===== src/shared/hcc_pkg.sv =====
// Package with register map, field positions, timing constants and states of the chuck control
package hcc_pkg;

    // ********************
    // Register map (word index on the plain port)
    // ********************
    localparam logic [3:0] ADDR_OPTION = 4'h0;
    localparam logic [3:0] ADDR_INTERLOCK = 4'h1;
    localparam logic [3:0] ADDR_PULSE_TIME = 4'h2;
    localparam logic [3:0] ADDR_CHECK_TIME = 4'h3;
    localparam logic [3:0] ADDR_STATUS = 4'h4;
    localparam logic [3:0] ADDR_COMMAND = 4'h5;

    // ********************
    // Field positions
    // ********************
    localparam int BIT_CHUCK_FUNCTION_DISABLE = 7;
    localparam int BIT_INNER_CHUCK_SELECT = 6;
    localparam int BIT_RESPONSE_CHECK_ENABLE = 5;
    localparam int BIT_PULSE_OUTPUT_SELECT = 3;
    localparam int BIT_FOOT_SWITCH_DISABLE = 1;
    localparam int BIT_SPINDLE_INTERLOCK_DISABLE = 5;
    localparam int BIT_CONTINUOUS_CHECK_ENABLE = 4;

    // Command register bits
    localparam int CMD_CLAMP = 0;
    localparam int CMD_RELEASE = 1;
    localparam int CMD_CANCEL = 2;
    localparam int CMD_CLEAR_ALARM = 3;

    // ********************
    // Reset values
    // ********************
    localparam logic [7:0] OPTION_RESET = 8'h00;
    localparam logic [7:0] INTERLOCK_RESET = 8'h00;
    localparam logic [15:0] PULSE_TIME_RESET = 16'h000a;
    localparam logic [15:0] CHECK_TIME_RESET = 16'h0064;

    // ********************
    // Timing: time registers count milliseconds
    // ********************
    localparam int CLOCK_HZ = 40000000;
    localparam int TICK_MS = 1;
    localparam int TICK_CYCLES = CLOCK_HZ / 1000 * TICK_MS;
    localparam logic [15:0] TICK_LAST = 16'(TICK_CYCLES - 1);

    typedef enum logic [1:0] {
        HCC_IDLE = 2'b00,
        HCC_DRIVE = 2'b01,
        HCC_WAIT = 2'b11
    } hcc_state_e;

endpackage


===== src/verilog/hcc_tick.sv =====
// Millisecond tick divider for the chuck control timers
`timescale 1ns/1ps

module hcc_tick
(
    input wire logic clock_i,
    input wire logic rst_n_i,
    output logic tick_o
);

    logic [15:0] count_reg;

    always_ff @(posedge clock_i)
    begin
        if (!rst_n_i || count_reg == hcc_pkg::TICK_LAST)
        begin
            count_reg <= 16'h0000;
        end
        else
        begin
            count_reg <= count_reg + 16'h0001;
        end
    end

    always_ff @(posedge clock_i)
    begin
        if (!rst_n_i)
        begin
            tick_o <= 1'b0;
        end
        else
        begin
            tick_o <= (count_reg == hcc_pkg::TICK_LAST);
        end
    end

endmodule


===== src/verilog/hcc_chuck_ctrl.sv =====
// Hydraulic chuck control: commands, foot switch, valve outputs, response check and interlock
//
// Our own choices: the register addresses and the plain strobed port.
`timescale 1ns/1ps

// Behaviour
// Chuck function only when disable bit is 0
// Spindle interlock active when its bit is 0
// Continuous check bit enables ongoing monitoring
// Chuck type bit selects outer or inner
// Response check bit requires in-position confirmation
// Output style bit selects level or pulse
// Foot switch accepted only when bit is 0
// Without check, drive output and finish at once
// Clamp done: clamp input low, release high
// Release done: release input low, clamp high
// Inner mode swaps the two output pins
// Each foot press toggles clamp and release
// Foot pressed on entering jog/auto alarms
// Cancel withdraws both chuck outputs
// Manual commands accepted in jog mode
// Interlock refuses chuck while spindle runs
// After reset chuck assumed released
// Failed or interrupted operation blocks program start
// Abnormal release in machining stops program, spindle
// Level output holds until next command
// Times measured by counter from programmed values

module hcc_chuck_ctrl
(
    input wire logic clock_i,
    input wire logic rst_n_i,
    input wire logic [3:0] addr_i,
    input wire logic [15:0] wdata_i,
    input wire logic wr_i,
    input wire logic rd_i,
    output logic [15:0] rdata_o,
    input wire logic jog_mode_i,
    input wire logic auto_mode_i,
    input wire logic machining_i,
    input wire logic spindle_running_i,
    input wire logic estop_i,
    input wire logic foot_switch_i,
    input wire logic clamp_in_position_input_i,
    input wire logic release_in_position_input_i,
    input wire logic spindle_start_req_i,
    output logic clamp_command_output_o,
    output logic release_command_output_o,
    output logic chuck_signal_cancel_o,
    output logic busy_o,
    output logic spindle_start_allow_o,
    output logic program_start_block_o,
    output logic program_stop_o,
    output logic spindle_off_o,
    output logic alarm_o
);

    // ********************
    // Registers
    // ********************
    logic [7:0] chuck_option_settings_reg;
    logic [7:0] interlock_check_settings_reg;
    logic [15:0] pulse_time_reg;
    logic [15:0] check_time_reg;
    logic clamped_reg;
    logic target_clamp_reg;
    logic unconfirmed_reg;
    logic response_ok_reg;
    logic drive_clamp_reg;
    logic drive_release_reg;
    logic pulse_active_reg;
    logic [15:0] pulse_count_reg;
    logic [15:0] check_count_reg;
    logic foot_prev_reg;
    logic mode_prev_reg;
    logic clamp_timeout_reg;
    logic release_timeout_reg;
    logic interlock_alarm_reg;
    logic foot_alarm_reg;
    logic abnormal_release_reg;
    hcc_pkg::hcc_state_e state_reg;

    logic tick;
    logic func_on, inner_sel, check_en, pulse_sel, foot_en, interlock_en, cont_en;
    logic cmd_wr, cmd_clamp, cmd_release, cmd_cancel, cmd_clear;
    logic foot_press, foot_accepted, op_req, op_refused, op_start, op_clamp;
    logic mode_enter, in_pos_ok, check_timeout;

    hcc_tick tick_div
    (
        .clock_i(clock_i),
        .rst_n_i(rst_n_i),
        .tick_o(tick)
    );

    assign func_on = !chuck_option_settings_reg[hcc_pkg::BIT_CHUCK_FUNCTION_DISABLE];
    assign inner_sel = chuck_option_settings_reg[hcc_pkg::BIT_INNER_CHUCK_SELECT];
    assign check_en = chuck_option_settings_reg[hcc_pkg::BIT_RESPONSE_CHECK_ENABLE];
    assign pulse_sel = chuck_option_settings_reg[hcc_pkg::BIT_PULSE_OUTPUT_SELECT];
    assign foot_en = !chuck_option_settings_reg[hcc_pkg::BIT_FOOT_SWITCH_DISABLE];
    assign interlock_en =
        !interlock_check_settings_reg[hcc_pkg::BIT_SPINDLE_INTERLOCK_DISABLE];
    assign cont_en = interlock_check_settings_reg[hcc_pkg::BIT_CONTINUOUS_CHECK_ENABLE];

    // ********************
    // Command decode
    // ********************
    assign cmd_wr = wr_i && addr_i == hcc_pkg::ADDR_COMMAND;
    // Manual commands only in jog mode
    assign cmd_clamp = cmd_wr && wdata_i[hcc_pkg::CMD_CLAMP] && jog_mode_i;
    assign cmd_release = cmd_wr && wdata_i[hcc_pkg::CMD_RELEASE] && jog_mode_i;
    assign cmd_cancel = cmd_wr && wdata_i[hcc_pkg::CMD_CANCEL] && func_on;
    assign cmd_clear = cmd_wr && wdata_i[hcc_pkg::CMD_CLEAR_ALARM];

    // Foot switch is dead during automatic run
    assign foot_press = foot_switch_i && !foot_prev_reg;
    assign foot_accepted = foot_press && foot_en && !auto_mode_i;

    assign op_req = func_on && (cmd_clamp || cmd_release || foot_accepted);
    assign op_refused = op_req && interlock_en && spindle_running_i;
    assign op_start = op_req && !op_refused && !estop_i;
    // Foot press toggles; first press after reset clamps since state starts released
    assign op_clamp = foot_accepted ? !clamped_reg : cmd_clamp;

    assign in_pos_ok = target_clamp_reg ?
        (!clamp_in_position_input_i && release_in_position_input_i) :
        (!release_in_position_input_i && clamp_in_position_input_i);
    assign check_timeout = check_count_reg == 16'h0000 && tick;
    assign mode_enter = (jog_mode_i || auto_mode_i) && !mode_prev_reg;

    // ********************
    // Register writes
    // ********************
    always_ff @(posedge clock_i)
    begin
        if (!rst_n_i)
        begin
            chuck_option_settings_reg <= hcc_pkg::OPTION_RESET;
            interlock_check_settings_reg <= hcc_pkg::INTERLOCK_RESET;
            pulse_time_reg <= hcc_pkg::PULSE_TIME_RESET;
            check_time_reg <= hcc_pkg::CHECK_TIME_RESET;
        end
        else if (wr_i)
        begin
            case (addr_i)
                hcc_pkg::ADDR_OPTION: chuck_option_settings_reg <= wdata_i[7:0];
                hcc_pkg::ADDR_INTERLOCK: interlock_check_settings_reg <= wdata_i[7:0];
                hcc_pkg::ADDR_PULSE_TIME: pulse_time_reg <= wdata_i;
                hcc_pkg::ADDR_CHECK_TIME: check_time_reg <= wdata_i;
                default: ;
            endcase
        end
    end

    always_ff @(posedge clock_i)
    begin
        if (!rst_n_i)
        begin
            rdata_o <= 16'h0000;
        end
        else if (rd_i)
        begin
            case (addr_i)
                hcc_pkg::ADDR_OPTION: rdata_o <= {8'h00, chuck_option_settings_reg};
                hcc_pkg::ADDR_INTERLOCK: rdata_o <= {8'h00, interlock_check_settings_reg};
                hcc_pkg::ADDR_PULSE_TIME: rdata_o <= pulse_time_reg;
                hcc_pkg::ADDR_CHECK_TIME: rdata_o <= check_time_reg;
                hcc_pkg::ADDR_STATUS: rdata_o <= {5'h00, busy_o, abnormal_release_reg,
                    foot_alarm_reg, interlock_alarm_reg, release_timeout_reg,
                    clamp_timeout_reg, response_ok_reg, unconfirmed_reg,
                    chuck_signal_cancel_o, target_clamp_reg, clamped_reg};
                default: rdata_o <= 16'h0000;
            endcase
        end
        else
        begin
            rdata_o <= 16'h0000;
        end
    end

    // ********************
    // Operation sequencer
    // ********************
    always_ff @(posedge clock_i)
    begin
        if (!rst_n_i || estop_i)
        begin
            state_reg <= hcc_pkg::HCC_IDLE;
        end
        else
        begin
            case (state_reg)
                hcc_pkg::HCC_IDLE:
                begin
                    if (op_start)
                    begin
                        state_reg <= check_en ? hcc_pkg::HCC_WAIT : hcc_pkg::HCC_IDLE;
                    end
                end
                hcc_pkg::HCC_WAIT:
                begin
                    if (cmd_cancel || in_pos_ok || check_timeout)
                    begin
                        state_reg <= hcc_pkg::HCC_IDLE;
                    end
                end
                default: state_reg <= hcc_pkg::HCC_IDLE;
            endcase
        end
    end

    assign busy_o = state_reg == hcc_pkg::HCC_WAIT;

    // Response timer loaded from programmed check time, counts ms ticks
    always_ff @(posedge clock_i)
    begin
        if (!rst_n_i)
        begin
            check_count_reg <= 16'h0000;
        end
        else if (op_start && state_reg == hcc_pkg::HCC_IDLE)
        begin
            check_count_reg <= check_time_reg;
        end
        else if (busy_o && tick && check_count_reg != 16'h0000)
        begin
            check_count_reg <= check_count_reg - 16'h0001;
        end
    end

    // Chuck position: power-on and emergency stop assume released
    always_ff @(posedge clock_i)
    begin
        if (!rst_n_i || estop_i)
        begin
            clamped_reg <= 1'b0;
            target_clamp_reg <= 1'b0;
        end
        else if (op_start && state_reg == hcc_pkg::HCC_IDLE)
        begin
            target_clamp_reg <= op_clamp;
            clamped_reg <= op_clamp;
        end
    end

    // Unconfirmed until a clean completion; estop during a wait interrupts the operation, reset clears the flag
    always_ff @(posedge clock_i)
    begin
        if (!rst_n_i)
        begin
            unconfirmed_reg <= 1'b0;
            response_ok_reg <= 1'b0;
        end
        else if ((estop_i && busy_o) || (busy_o && ((check_timeout && !in_pos_ok) || cmd_cancel)))
        begin
            unconfirmed_reg <= 1'b1;
            response_ok_reg <= 1'b0;
        end
        else if (busy_o && in_pos_ok)
        begin
            unconfirmed_reg <= 1'b0;
            response_ok_reg <= 1'b1;
        end
        else if (op_start && !check_en && state_reg == hcc_pkg::HCC_IDLE)
        begin
            unconfirmed_reg <= 1'b0;
        end
    end

    assign program_start_block_o = unconfirmed_reg || busy_o;

    // ********************
    // Valve outputs
    // ********************
    always_ff @(posedge clock_i)
    begin
        if (!rst_n_i || estop_i)
        begin
            drive_clamp_reg <= 1'b0;
            drive_release_reg <= 1'b0;
            pulse_active_reg <= 1'b0;
            pulse_count_reg <= 16'h0000;
            chuck_signal_cancel_o <= 1'b0;
        end
        else if (cmd_cancel)
        begin
            drive_clamp_reg <= 1'b0;
            drive_release_reg <= 1'b0;
            pulse_active_reg <= 1'b0;
            chuck_signal_cancel_o <= 1'b1;
        end
        else if (op_start && state_reg == hcc_pkg::HCC_IDLE)
        begin
            drive_clamp_reg <= op_clamp;
            drive_release_reg <= !op_clamp;
            pulse_active_reg <= pulse_sel;
            pulse_count_reg <= pulse_time_reg;
            chuck_signal_cancel_o <= 1'b0;
        end
        else if (pulse_active_reg && tick)
        begin
            if (pulse_count_reg <= 16'h0001)
            begin
                drive_clamp_reg <= 1'b0;
                drive_release_reg <= 1'b0;
                pulse_active_reg <= 1'b0;
            end
            pulse_count_reg <= pulse_count_reg - 16'h0001;
        end
    end

    // Inner chuck swaps the pins
    assign clamp_command_output_o = inner_sel ? drive_release_reg : drive_clamp_reg;
    assign release_command_output_o = inner_sel ? drive_clamp_reg : drive_release_reg;

    // ********************
    // Alarms and supervision
    // ********************
    always_ff @(posedge clock_i)
    begin
        if (!rst_n_i)
        begin
            foot_prev_reg <= 1'b0;
            mode_prev_reg <= 1'b0;
        end
        else
        begin
            foot_prev_reg <= foot_switch_i;
            mode_prev_reg <= jog_mode_i || auto_mode_i;
        end
    end

    // Sticky alarms: a new event wins over a clear in the same cycle
    always_ff @(posedge clock_i)
    begin
        if (!rst_n_i)
        begin
            clamp_timeout_reg <= 1'b0;
            release_timeout_reg <= 1'b0;
            interlock_alarm_reg <= 1'b0;
            foot_alarm_reg <= 1'b0;
            abnormal_release_reg <= 1'b0;
        end
        else
        begin
            clamp_timeout_reg <= (busy_o && check_timeout && !in_pos_ok && target_clamp_reg)
                || (clamp_timeout_reg && !cmd_clear);
            release_timeout_reg <= (busy_o && check_timeout && !in_pos_ok && !target_clamp_reg)
                || (release_timeout_reg && !cmd_clear);
            interlock_alarm_reg <= op_refused
                || (func_on && interlock_en && spindle_start_req_i && !clamped_reg)
                || (interlock_alarm_reg && !cmd_clear);
            foot_alarm_reg <= (func_on && foot_en && mode_enter && foot_switch_i)
                || (foot_alarm_reg && !cmd_clear);
            abnormal_release_reg <= (func_on && cont_en && machining_i && clamped_reg
                && !busy_o && !(!clamp_in_position_input_i && release_in_position_input_i))
                || (abnormal_release_reg && !cmd_clear);
        end
    end

    assign spindle_start_allow_o = !(func_on && interlock_en && !clamped_reg);
    assign program_stop_o = abnormal_release_reg;
    assign spindle_off_o = abnormal_release_reg;
    assign alarm_o = clamp_timeout_reg || release_timeout_reg || interlock_alarm_reg
        || foot_alarm_reg || abnormal_release_reg;
endmodule


===== config.mk =====
export PLATFORM = sky130hd
export DESIGN_NAME = hcc_chuck_ctrl
export DESIGN_NICKNAME = d
export VERILOG_FILES = /design/src/shared/hcc_pkg.sv /design/src/verilog/hcc_tick.sv /design/src/verilog/hcc_chuck_ctrl.sv
export SDC_FILE = /design/constraint.sdc
export NUM_CORES = 1
export LEC_CHECK = 0
export CORE_MARGIN = 10
export CORE_UTILIZATION = 28
export DETAILED_ROUTE_END_ITERATION = 10
export DONT_BUFFER_PORTS = 1
export GPL_TIMING_DRIVEN = 0
export PLACE_DENSITY = 0.49
export RECOVER_POWER = 100
export SYNTH_ARGS = -nofsm -noshare
export SYNTH_HDL_FRONTEND = slang
export SYNTH_SLANG_ARGS = --single-unit

===== constraint.sdc =====
create_clock -name clock_i -period 4.6 [get_ports clock_i]
set_clock_uncertainty 0.1 [all_clocks]
set_input_delay 0.23 -clock clock_i [delete_from_list [all_inputs] [get_ports clock_i]]
set_output_delay 0.23 -clock clock_i [all_outputs]
set_load 0.01 [all_outputs]

==> impl_metrics.ini <==
[min_path]
hp-start = wdata_i[3]
min_path_type = input pin to register

[run_status]
failing_checks = max-capacitance violations, max-slew violations
status = complete, but fails checks

[worst_setup_path]
crit_fanout = 10
crit_path_start_kind = register
crit_arrival_ns = 3.69
cp_data_required_time_ns = 4.87
reg2reg_from = state_reg[0]
critical_path_end_type = register
critPathLaunch = state_reg[0]
worst-setup-path-type = register to register

[routing]
drc = 0
antenna_violating_nets_post_route = 0
drtIter0Drc = 491
dr.pass1.iters = 5
detailroute.via_count = 5461
drt-total-wl_um = 21400
detail_route.vias_per_cell = 5.27
avgRoutedWirePerCell_um = 20.7

[floorplan]
floorplan.initialDensity = 0.288
io-pin-count = 58
rows = 52
core_region_area_um2 = 20400
die_w_um = 165
die_area_um2 = 27200
die-height_um = 165

[timing]
totalNegativeSetupSlack_ns = 0
final.hold.worst_slack_ns = 0.0389
final_max_slew_viol_count = 10
fin_crit_share = 0.745
max_clock_freq_ghz = 0.292
grt_setup_unrepaired = false
timing_worst_slew_pin_value_ns = 2.33
timing.final.hold_violations = 0
min_period_ns = 3.43
worst_slew_margin_rel = -0.575
setup_viol = 0
finalWorstSetupSlack_ns = 1.17

[yosys]
synth-async-reset-ratio = 0
netlist_instances = 711
synth_area_um2 = 5880
synth.net_count = 749
syn_area_per_cell_um2 = 8.27
synth_ff_type = dfxtp_1
ys.warnings.count = 0
synth-edff-count = 0
synth_sequential_area_ratio = 0.436
synth_seq_cells = 128
yosys.cell_types.count = 67

[finish]
insertedDiodeCount = 0
layout.cells.non_filler = 1036
final_core_area_utilization = 0.347
areaGrowthSynthToFinish_pct = 20.5
fillerInstances = 2224
layout.nets = 791
multi_input_area_um2 = 3070
final_layout_size_suffix_gt1_frac = 0.0666
seqCellArea_um2 = 2560
final_cell_area_um2 = 7080

[power]
power_leakage_nw = 2.46
ir_drop_mv = 0.255
totalPowerFinal_mw = 2.84
powerDensity_nw_per_um2 = 401

[global_routing]
number_of_global_route_vias_before_repair = 5201
pin_count_of_the_biggest_net_entering_global_routing = 17
grt_first_pass_wirelength_um = 32300
number_of_antenna_violations_at_the_first_check_in_global_routing = 0
grt_use_total = 0.158
globalRoute.totalOverflow = 0

[placement]
detailed_place_hpwl_um = 15500
place_congestion = 0.853
pre_cts_ws_ns = 1.77
placedInstanceArea_um2 = 6220
cell_count_after_placement = 981
io_buffers = 0

[clock_network]
clock_tree.root_cell = clkbuf_16
clock_latency_ns = 0.43
number_of_h_tree_branching_levels = 4
numCtsBuffers = 17
clk_pin_slew_worst_paths_ns = 0.06
clock_path_buffers = 2
clock_sink_count = 128
tritoncts_clock_tree = yes

[run]
max_cap_violations = 1
==> power by group <==
group	switching [mW]	total [mW]	leakage [nW]	internal (mW)
Sequential	0.0127	1.13	1.03	1.12
Combinational	0.0932	0.140	1.10	0.0467
Clock	0.542	1.57	0.324	1.02
Total	0.648	2.84	2.46	2.19
==> cell usage in the layout, fill, tap and decap left out, types with 8 or more instances in the layout <==
cell type,Yosys,layout
a31oi_1,15,15
nand4_1,8,8
nand3_1,30,30
inv_1,12,12
nand2_1,124,124
nor4_1,10,10
a21oi_1,83,83
mux2i_1,23,23
xor2_1,9,9
clkbuf_1,30,38
a22oi_1,15,15
nor3_1,13,13
dlygate4sd3_1,0,23
or3_1,13,13
clkbuf_16,0,17
o21ai_0,13,14
nor2_1,62,62
dfxtp_1,128,128
==> synth_stat cells, drive strengths merged, types with 9 or more instances <==
| library cell | n | area share |
|---|---|---|
| a21oi | 83 | 0.071 |
| nor4 | 10 | 0.011 |
| nand3 | 30 | 0.026 |
| buf | 12 | 0.012 |
| or4 | 9 | 0.013 |
| clkbuf | 30 | 0.019 |
| nand2 | 125 | 0.080 |
| mux2i | 23 | 0.039 |
| xor2 | 9 | 0.013 |
| dfxtp | 128 | 0.44 |
| or3 | 13 | 0.014 |
| nor2 | 62 | 0.040 |
| nor3 | 13 | 0.011 |
| o21ai | 14 | 0.012 |
| inv | 12 | 0.0077 |
| a22oi | 15 | 0.019 |
| a31oi | 15 | 0.016 |
==> cell families (layout without fill, tap and decap cells) <==
| kind of cell | Yosys count | in the layout | share of synthesized area |
|---|---|---|---|
| AO/OA/AOI/OAI | 176 | 176 | 0.195 |
| XOR/XNOR | 13 | 13 | 0.0194 |
| adder cells (fa/ha/maj) | 5 | 5 | 0.0106 |
| buffers and inverters | 54 | 109 | 0.0390 |
| flip-flops | 128 | 128 | 0.436 |
| multiplexers | 27 | 27 | 0.0468 |
| AND/OR/NAND/NOR | 308 | 308 | 0.253 |
==> timing repair <==
item,CTS,global route
buffers inserted,0,0
gates resized for setup,0,0
hold buffers,23,0
hold endpoints to repair,53,0
==> path summary, 6_finish.rpt <==
| path | endpoint | slack [ns] | cells past startpoint |
|---|---|---|---|
| setup / recovery | drive_release_reg | 1.17 | 6 |
| hold / removal | release_timeout_reg | 0.04 | 3 |
| setup reg to reg | drive_release_reg | 1.17 | 6 |
| hold reg to reg | interlock_check_settings_reg[0] | 0.36 | 2 |
==> final cells by class <==
cell class                      count  area share
Buffer                             42      0.0224
Clock buffer                       17      0.0600
Clock inverter                     15      0.0362
Inverter                           12     0.00636
Multi-Input combinational cell    529       0.433
Sequential cell                   128       0.362
Tap cell                          270      0.0477
Timing Repair Buffer               23      0.0325
==> layer usage <==
metal  track usage  routed length (um)
met5             0                   0
met4        0.0507                 361
met3        0.0363                1210
met2         0.253               10100
met1         0.204                9790
==> critical path: stages (launching register included) <==
cell and delay, ns:
dfxtp_1 0.38, clkbuf_1 0.28, a2111oi_2 1.04, nand2_2 0.20, clkbuf_1 0.42, a211oi_1 0.73
o21a_1 0.22
Note: power is estimated with default switching activity, not from simulation.
